File: config.mk
export PLATFORM = sky130hd
export DESIGN_NAME = prmt_regs
export DESIGN_NICKNAME = d
export VERILOG_FILES = /design/src/rtl/prmt_pkg.sv /design/src/rtl/prmt_sticky.sv /design/src/rtl/prmt_regs.sv
export SDC_FILE = /design/constraint.sdc
export NUM_CORES = 1
export LEC_CHECK = 0
export ABC_CLOCK_PERIOD_IN_PS = 2530
export CAP_MARGIN = 25
export CORE_ASPECT_RATIO = 0.9
export CORE_MARGIN = 3
export CORE_UTILIZATION = 50
export DETAILED_ROUTE_END_ITERATION = 16
export DONT_BUFFER_PORTS = 1
export MAX_ROUTING_LAYER = met4
export PLACE_DENSITY = 0.62
export SLEW_MARGIN = 25
export SYNTH_ARGS = -nofsm -noshare
export SYNTH_HDL_FRONTEND = slang
export SYNTH_SLANG_ARGS = --single-unit
File: constraint.sdc
create_clock -name clk_sys -period 2.53 [get_ports clk_sys]
set_input_delay 0.1265 -clock clk_sys [delete_from_list [all_inputs] [get_ports clk_sys]]
set_output_delay 0.1265 -clock clk_sys [all_outputs]
set_load 0.005 [all_outputs]
File: src/rtl/prmt_pkg.sv
// Purpose: shared constants and types for the resolved-mode status and test register bank
// Assumes: one management clock, synchronous active-high reset
// Notes:   register offsets are byte offsets; the management frame carries the word index
package prmt_pkg;

  // register byte offsets and their word indices on the management frame
  localparam logic [7:0] STATUS_OFS = 8'h3a;
  localparam logic [7:0] TEST_OFS   = 8'h3c;
  localparam logic [4:0] STATUS_IDX = STATUS_OFS[5:1];
  localparam logic [4:0] TEST_IDX   = TEST_OFS[5:1];

  // status view field positions
  localparam int SHADOW_SEL_BIT = 15;
  localparam int NO_GIG_BIT     = 14;
  localparam int NO_100_BIT     = 13;
  localparam int EVT_W          = 13;   // latched bits [12:0]

  // test register field positions
  localparam int CRC_SEL_BIT    = 15;
  localparam int TXERR_VIS_BIT  = 14;
  localparam int FORCE_LINK_BIT = 12;
  localparam int MDI_SWAP_BIT   = 7;

  // values after reset
  localparam logic [15:0] TEST_RESET   = 16'h0000;
  localparam logic [10:0] SEED_RESET   = 11'h000;
  localparam logic        SHADOW_RESET = 1'b0;

  // management frame counts
  localparam logic [5:0] PREAMBLE_ONES = 6'h20;  // 32 ones before the first frame
  localparam logic [4:0] HDR_LAST      = 5'h0b;  // op, phy address, register address
  localparam logic [4:0] DATA_LAST     = 5'h0f;  // sixteen data bits
  localparam logic [1:0] OP_READ       = 2'h2;
  localparam logic [1:0] OP_WRITE      = 2'h1;

  // frame receiver states
  typedef enum logic [5:0] {
    S_IDLE  = 6'b000001,
    S_START = 6'b000010,
    S_HDR   = 6'b000100,
    S_TA    = 6'b001000,
    S_DATA  = 6'b010000,
    S_SPARE = 6'b100000
  } prmt_state_t;

  // event pulses from the negotiation and link logic, packed as bits [12:0]
  typedef struct packed {
    logic       downgrade;  // speed downgrade happened
    logic [5:0] mode;       // gig fd, gig hd, 100 fd, 100 hd, 10 fd, 10 hd resolved
    logic [5:0] nolink;     // same order, resolved but link never came up
  } prmt_event_t;

  // test controls driven to the data path
  typedef struct packed {
    logic crc_count_sel;    // receive fault counter counts crc errors
    logic txerr_visible;    // false carrier counter counts tx error codes
    logic force_link_pass;  // link state machine held in link pass
    logic mdi_swap;         // manual mdi pair swap
  } prmt_test_t;

endpackage

File: src/rtl/prmt_sticky.sv
// Purpose: bank of latch-high event bits with a common clear
// Assumes: set and clear are pulses on clk_sys
// Notes:   a set in the clear cycle wins, so no event is lost
`timescale 1ns/1ps
`default_nettype none
module prmt_sticky #(
  parameter int W = 13
) (
  input  wire logic         clk_sys,
  input  wire logic         rst,
  input  wire logic [W-1:0] set_vec,  // one pulse per event
  input  wire logic         clr,      // clears all bits
  output logic      [W-1:0] q         // latched bits
);

  logic [W-1:0] next_q;  // next latched value

  // set wins over clear
  always_comb begin
    next_q = (q & ~{W{clr}}) | set_vec;
  end

  // register the latched bits
  always_ff @(posedge clk_sys) begin
    if (rst) begin
      q <= '0;
    end else begin
      q <= next_q;
    end
  end

endmodule // prmt_sticky
`default_nettype wire

File: src/rtl/prmt_regs.sv
// Purpose: resolved-mode status view and test register behind the serial management pins
// Assumes: mdc and mdio come from pins and are synchronised here; events are on clk_sys
// Notes:   the shadow bit selects between seed view and resolved-mode status view
`timescale 1ns/1ps
`default_nettype none
module prmt_regs (
  input  wire logic                 clk_sys,
  input  wire logic                 rst,
  input  wire logic                 mdc,            // management clock pin
  input  wire logic                 mdio_i,         // management data pin in
  output logic                      mdio_o,         // management data out
  output logic                      mdio_oe,        // high while driving
  input  wire logic [4:0]           phy_addr,       // port address on the frame
  input  wire prmt_pkg::prmt_event_t ev,            // event pulses
  input  wire logic                 adv_no_gig,     // gigabit advertising suppressed
  input  wire logic                 adv_no_100,     // 100TX advertising suppressed
  input  wire logic                 an_disable_set, // pulse: negotiation disabled
  input  wire logic                 an_restart_set, // pulse: negotiation restarted
  input  wire logic [3:0]           seed_status,    // seed view bits 14..11
  output prmt_pkg::prmt_test_t      test_ctrl       // test controls
);

  // pin synchronisers
  logic mdc_s1, mdc_s2, mdc_s3;   // mdc stages, s3 for edge
  logic mdio_s1, mdio_s2;         // mdio stages
  logic mdc_rise;                 // rising edge of mdc

  // frame receiver state
  prmt_pkg::prmt_state_t state, next_state;  // receiver state
  logic [4:0]  bit_cnt, next_bit_cnt;        // bit within field
  logic [5:0]  ones_cnt, next_ones_cnt;      // preamble ones seen
  logic        pre_seen, next_pre_seen;      // first preamble done
  logic [11:0] hdr, next_hdr;                // op, phy, register
  logic [15:0] shift, next_shift;            // data shifter
  logic        is_read, next_is_read;        // read frame
  logic        hit, next_hit;                // frame for this port
  logic        next_mdio_o, next_mdio_oe;    // pin drive

  // register storage
  logic        shadow_sel, next_shadow_sel;  // status view selected
  logic [10:0] seed_val, next_seed_val;      // seed bits
  logic [15:0] test_reg, next_test_reg;      // test register

  // helpers
  logic [11:0] hdr_full;     // header including current bit
  logic [15:0] wr_word;      // write data including current bit
  logic        wr_commit;    // write completes this cycle
  logic        rd_clear;     // status read clears latched bits
  logic        evt_clr;      // any clear source
  logic [prmt_pkg::EVT_W-1:0] evt;  // latched bits [12:0]
  logic [15:0] rd_data;      // read mux

  // synchroniser stages only
  always_ff @(posedge clk_sys) begin
    if (rst) begin
      mdc_s1  <= 1'b0;
      mdc_s2  <= 1'b0;
      mdc_s3  <= 1'b0;
      mdio_s1 <= 1'b1;
      mdio_s2 <= 1'b1;
    end else begin
      mdc_s1  <= mdc;
      mdc_s2  <= mdc_s1;
      mdc_s3  <= mdc_s2;
      mdio_s1 <= mdio_i;
      mdio_s2 <= mdio_s1;
    end
  end

  assign mdc_rise = mdc_s2 & ~mdc_s3;
  assign hdr_full = {hdr[10:0], mdio_s2};
  assign wr_word  = {shift[14:0], mdio_s2};
  assign evt_clr  = rd_clear | an_disable_set | an_restart_set;

  // read mux: status view, seed view, test register
  always_comb begin
    rd_data = 16'h0000;
    if (hdr_full[4:0] == prmt_pkg::STATUS_IDX) begin
      if (shadow_sel) begin
        rd_data = {1'b1, adv_no_gig, adv_no_100, evt};
      end else begin
        rd_data = {1'b0, seed_status, seed_val};
      end
    end else if (hdr_full[4:0] == prmt_pkg::TEST_IDX) begin
      rd_data = test_reg;
    end
  end

  // latched event bits, set wins over clear
  prmt_sticky #(
    .W (prmt_pkg::EVT_W)
  ) prmt_sticky_inst (
    .clk_sys (clk_sys),
    .rst     (rst),
    .set_vec (ev),
    .clr     (evt_clr),
    .q       (evt)
  );

  // frame receiver and register writes
  always_comb begin
    next_state      = state;
    next_bit_cnt    = bit_cnt;
    next_ones_cnt   = ones_cnt;
    next_pre_seen   = pre_seen;
    next_hdr        = hdr;
    next_shift      = shift;
    next_is_read    = is_read;
    next_hit        = hit;
    next_mdio_o     = mdio_o;
    next_mdio_oe    = mdio_oe;
    next_shadow_sel = shadow_sel;
    next_seed_val   = seed_val;
    next_test_reg   = test_reg;
    rd_clear        = 1'b0;
    wr_commit       = 1'b0;
    if (mdc_rise) begin
      case (state)
        prmt_pkg::S_IDLE: begin
          if (mdio_s2) begin
            // count preamble ones, saturating
            if (ones_cnt != prmt_pkg::PREAMBLE_ONES) begin
              next_ones_cnt = ones_cnt + 6'h01;
            end
          end else begin
            // start bit: preamble needed only before first frame
            if (pre_seen || ones_cnt == prmt_pkg::PREAMBLE_ONES) begin
              next_state = prmt_pkg::S_START;
            end
            next_ones_cnt = 6'h00;
          end
        end
        prmt_pkg::S_START: begin
          // second start bit must be one
          next_bit_cnt = 5'h00;
          next_state   = mdio_s2 ? prmt_pkg::S_HDR : prmt_pkg::S_IDLE;
        end
        prmt_pkg::S_HDR: begin
          next_hdr     = hdr_full;
          next_bit_cnt = bit_cnt + 5'h01;
          if (bit_cnt == prmt_pkg::HDR_LAST) begin
            next_bit_cnt  = 5'h00;
            next_pre_seen = 1'b1;
            next_is_read  = (hdr_full[11:10] == prmt_pkg::OP_READ);
            next_hit      = (hdr_full[9:5] == phy_addr) &&
                            (hdr_full[11:10] == prmt_pkg::OP_READ || hdr_full[11:10] == prmt_pkg::OP_WRITE);
            next_state    = prmt_pkg::S_TA;
            if (hdr_full[11:10] == prmt_pkg::OP_READ && hdr_full[9:5] == phy_addr) begin
              next_shift = rd_data;
              // status view read clears latched bits
              rd_clear   = shadow_sel && hdr_full[4:0] == prmt_pkg::STATUS_IDX;
            end
          end
        end
        prmt_pkg::S_TA: begin
          if (bit_cnt == 5'h00) begin
            // second turnaround bit: drive zero on a read
            next_bit_cnt = 5'h01;
            if (is_read && hit) begin
              next_mdio_oe = 1'b1;
              next_mdio_o  = 1'b0;
            end
          end else begin
            next_bit_cnt = 5'h00;
            next_state   = prmt_pkg::S_DATA;
            if (is_read && hit) begin
              next_mdio_o = shift[15];
              next_shift  = {shift[14:0], 1'b0};
            end
          end
        end
        prmt_pkg::S_DATA: begin
          next_bit_cnt = bit_cnt + 5'h01;
          if (is_read) begin
            if (bit_cnt == prmt_pkg::DATA_LAST) begin
              // last bit sent, release the pin
              next_mdio_oe = 1'b0;
              next_mdio_o  = 1'b0;
              next_state   = prmt_pkg::S_IDLE;
            end else if (hit) begin
              next_mdio_o = shift[15];
              next_shift  = {shift[14:0], 1'b0};
            end
          end else begin
            next_shift = wr_word;
            if (bit_cnt == prmt_pkg::DATA_LAST) begin
              next_state = prmt_pkg::S_IDLE;
              wr_commit  = hit;
              if (hit && hdr[4:0] == prmt_pkg::STATUS_IDX) begin
                // one access selects the view, seed bits only in seed view
                next_shadow_sel = wr_word[prmt_pkg::SHADOW_SEL_BIT];
                if (!wr_word[prmt_pkg::SHADOW_SEL_BIT]) begin
                  next_seed_val = wr_word[10:0];
                end
              end else if (hit && hdr[4:0] == prmt_pkg::TEST_IDX) begin
                next_test_reg = wr_word;
              end
            end
          end
        end
        default: begin
          next_state   = prmt_pkg::S_IDLE;
          next_mdio_oe = 1'b0;
        end
      endcase
    end
  end

  // register receiver and storage
  always_ff @(posedge clk_sys) begin
    if (rst) begin
      state      <= prmt_pkg::S_IDLE;
      bit_cnt    <= 5'h00;
      ones_cnt   <= 6'h00;
      pre_seen   <= 1'b0;
      hdr        <= 12'h000;
      shift      <= 16'h0000;
      is_read    <= 1'b0;
      hit        <= 1'b0;
      mdio_o     <= 1'b0;
      mdio_oe    <= 1'b0;
      shadow_sel <= prmt_pkg::SHADOW_RESET;
      seed_val   <= prmt_pkg::SEED_RESET;
      test_reg   <= prmt_pkg::TEST_RESET;
    end else begin
      state      <= next_state;
      bit_cnt    <= next_bit_cnt;
      ones_cnt   <= next_ones_cnt;
      pre_seen   <= next_pre_seen;
      hdr        <= next_hdr;
      shift      <= next_shift;
      is_read    <= next_is_read;
      hit        <= next_hit;
      mdio_o     <= next_mdio_o;
      mdio_oe    <= next_mdio_oe;
      shadow_sel <= next_shadow_sel;
      seed_val   <= next_seed_val;
      test_reg   <= next_test_reg;
    end
  end

  // test controls straight from register bits
  assign test_ctrl.crc_count_sel   = test_reg[prmt_pkg::CRC_SEL_BIT];
  assign test_ctrl.txerr_visible   = test_reg[prmt_pkg::TXERR_VIS_BIT];
  assign test_ctrl.force_link_pass = test_reg[prmt_pkg::FORCE_LINK_BIT];
  assign test_ctrl.mdi_swap        = test_reg[prmt_pkg::MDI_SWAP_BIT];
endmodule // prmt_regs
`default_nettype wire

==> summary.txt <==
Run status
  – Outcome: complete, no violations

CTS
  – CTS Sinks: 94
  – Post-CTS setup buffers: 0
  – TritonCTS Buffers: 9
  – TritonCTS clock tree: yes
  – CTS clk-pin slew, worst paths: 0.09 ns
  – H-tree levels: 3
  – CTS root buffer: clkbuf_8
  – Max clock buf depth: 2
  – Worst-Skew Late Latency: 0.37 ns

Logic synthesis
  – Compound-Gate Fraction of Synth Area: 16.06%
  – Syn nets: 574
  – Synthesis Warnings: 0
  – Synth area leaders: dfxtp_1 (39%), mux2i_1 (8.6%), nand3_1 (4.8%)
  – Yosys reg bits: 94
  – EDFF count, synth: 0
  – Count of cell types in the netlist: 65
  – Post-Synth Adder-Cell Area: 1.567%
  – Synthesized area per cell: 8.907 sq um
  – Ys async rst share: 0%
  – Simple-Gate Fraction of Synth Area: 22.48%
  – Synth Area in XOR/XNOR: 2.193%
  – Largest family of logic cells by synthesized area: simple AND/OR/NAND/NOR gates
  – Cell taking the most area after synthesis: dfxtp_1
  – Post-synthesis mux area share: 11.85%
  – Main flop type after synthesis: dfxtp_1
  – Post-synth top area share: 39.27%
  – Post-Synthesis Cells: 538
  – Post-Syn Area: 4792 sq um
  – Sequential area share after synthesis: 39.27%

Timing
  – Fmax: 425.5 MHz
  – Number of setup violations in the final report: 0
  – Clock skew: 0.01136 ns
  – Hold Violations, Final: 0
  – Measured slew at the worst slew-check pin: 0.7493 ns
  – Min Tclk post-route: 2.350 ns
  – WHS: 0.03055 ns
  – Tcrit/Tclk final: 92.89%
  – Slew margin rel.: 49.98%
  – Total negative slack: 0 ns
  – RSZ-0062 raised after global routing: no
  – Final Max Slew Viols: 0

Setup path
  – WP data required: 2.83 ns
  – Critical path capture point type: flip-flop
  – Arr. time, crit path: 2.65 ns
  – Peak fanout along the critical path: 15
  – Crit path from: state[0]
  – Critical Path Source Type: flip-flop
  – RR Startpoint: state[0]
  – Crit path kind: reg2reg

Global route
  – Antenna violations before repair: 0
  – Vias in the first global route: 3656
  – Largest net degree at the start of global routing: 73
  – First-pass GRT wire length: 19290 um
  – GRT Overall Usage: 23.15%
  – GRT overflow: 0

Finish
  – Antenna diodes: 0
  – Area of the multi-input gates: 2600 sq um
  – Fin nets: 563
  – Ratio of cells with drive above 1 in the final layout: 11.28%
  – Sequential Area: 1882 sq um
  – Layout Cells excl Fill: 654
  – Commonest non-fill, non-tap cell in the layout: dfxtp_1
  – Area Overhead vs Synth: 7.963%
  – Design area: 5174 sq um
  – Fill count: 838
  – Most frequent cells in the layout: dfxtp_1 (94), nor2_1 (57), nand3_1 (46)

Placed design
  – IO Port Bufs: 0
  – Area after DPL: 4761 sq um
  – HPWL after DPL: 7673 um
  – Placed instance count: 622
  – Routability cong.: 0.8890

Power
  – Leakage Power: 0.001908 uW
  – PD cells: 530.3 nW/um^2
  – Clk pwr share: 41.6%
  – VDD IR max: 0.3770 mV
  – Comb power frac: 3.4%
  – Internal power: 2130 uW
  – Sw power: 614.1 uW
  – Switching portion of total power: 22.38%
  – Flop pwr share: 55.0%
  – Pwr Total: 2744 uW

Floorplan
  – Core area: 9208 sq um
  – Top-Level Pins: 36
  – Die Height: 98.88 um
  – Die width: 109.2 um
  – Starting Density: 52.05%
  – Floorplan row count: 33
  – Die footprint: 10800 sq um

Routing
  – Vias post-DR: 3971
  – Routed len/inst: 17.64 um
  – Remaining antenna violation count: 0
  – TritonRoute pass-1 iters: 6
  – Starting DRT DRC Count: 379
  – Vias per cell: 6.072
  – Final wirelength: 11540 um
  – # DRC: 0

Hold path
  – Worst Min Path Start: rst
  – HP Class: in2reg

Run
  – Max cap viols: 0
[path summary, 6_finish.rpt]
path / endpoint / slack, ns / depth (start not counted)
worst max-delay path: shift[15] / 0.18 / 5
worst min-delay path: ones_cnt[1] / 0.03 / 2
worst max register to register: shift[15] / 0.18 / 5
worst min register to register: mdio_s2 / 0.43 / 1
[synth_stat cells, types with 2 or more instances]
library cell  number
a31oi_1           10
and4_1             3
buf_6              5
o21ai_0            9
buf_2              8
a22o_1            13
nand3_1           46
o21a_1             4
nand2b_1           2
nor2b_1            8
nor4_1             2
o211ai_1           3
nor2_1            57
dfxtp_1           94
a31oi_2            7
nor3_4             2
a21o_1             4
a211oi_1           2
or3_1              2
and3_1             3
o31ai_1           14
xnor2_1            5
a22oi_1            3
clkbuf_1          30
nand2_1           12
xor2_1             7
nand4_1           20
inv_1             12
or2_1              2
a21oi_1           29
buf_4              5
mux2i_1           41
mux2_2            14
ha_1               6
nor3_1            22
or2_2              3
[critical path, stage by stage (launching register included)]
cell and delay [ns]:
dfxtp_1 0.45, nor4b_1 0.43, o311ai_1 0.24, nand4bb_2 0.56, nor3_1 0.40, mux2i_1 0.21
[kinds of logic after synthesis]
logic type,after synthesis
multiplexers,55
AO/OA/AOI/OAI,109
flip-flops,94
XOR/XNOR,12
buffers and inverters,62
adder cells (fa/ha/maj),6
AND/OR/NAND/NOR,200
[per-layer routing]
| metal | vias to the layer above | part of all wire [%] | wire (um) | GRT usage (%) |
|---|---|---|---|---|
| met5 | - | 0 | 0 | - |
| met4 | 0 | 1.6 | 180 | 6.903 |
| met3 | 15 | 6.3 | 724 | 5.174 |
| met2 | 145 | 43 | 4931 | 30.93 |
| met1 | 1879 | 49 | 5700 | 34.57 |
| li1 | 1932 | - | - | - |
[stage by stage]
stage          setup slack [ns]  utilization [%]
6_report                 0.1799            56.19
5_1_grt                 0.06294            56.19
4_1_cts                  0.2164            56.14
3_5_place_dp             0.2512            51.71
3_3_place_gp             0.3629            51.71
2_1_floorplan            0.5434                -
[cell type report]
| class | count | area share (%) |
|---|---|---|
| sequential | 94 | 36.37 |
| clock inverter | 6 | 1.790 |
| timing repair buffer | 27 | 5.030 |
| tap | 122 | 2.950 |
| inverter | 13 | 0.9432 |
| multi-input combinational | 382 | 50.25 |
| clock buffer | 10 | 2.660 |
[what timing repair did]
| item | 4_1_cts | 5_1_grt |
|---|---|---|
| hold buffers | 16 | 0 |
| resized for setup | 0 | 1 |
| setup endpoints to repair | 0 | 3 |
| endpoints found under the hold margin | 85 | 0 |
[power groups by stage]
stage               clock, uW  combinational (uW)  sequential [uW]
finish                   1140                93.7             1510
global placement            0                50.9             1540
detailed placement          0                52.6             1540
global route             1240                 104             1510
CTS                      1180                93.4             1510
floorplan                   0                59.3             1540
Power figures use the tool's default switching activity.
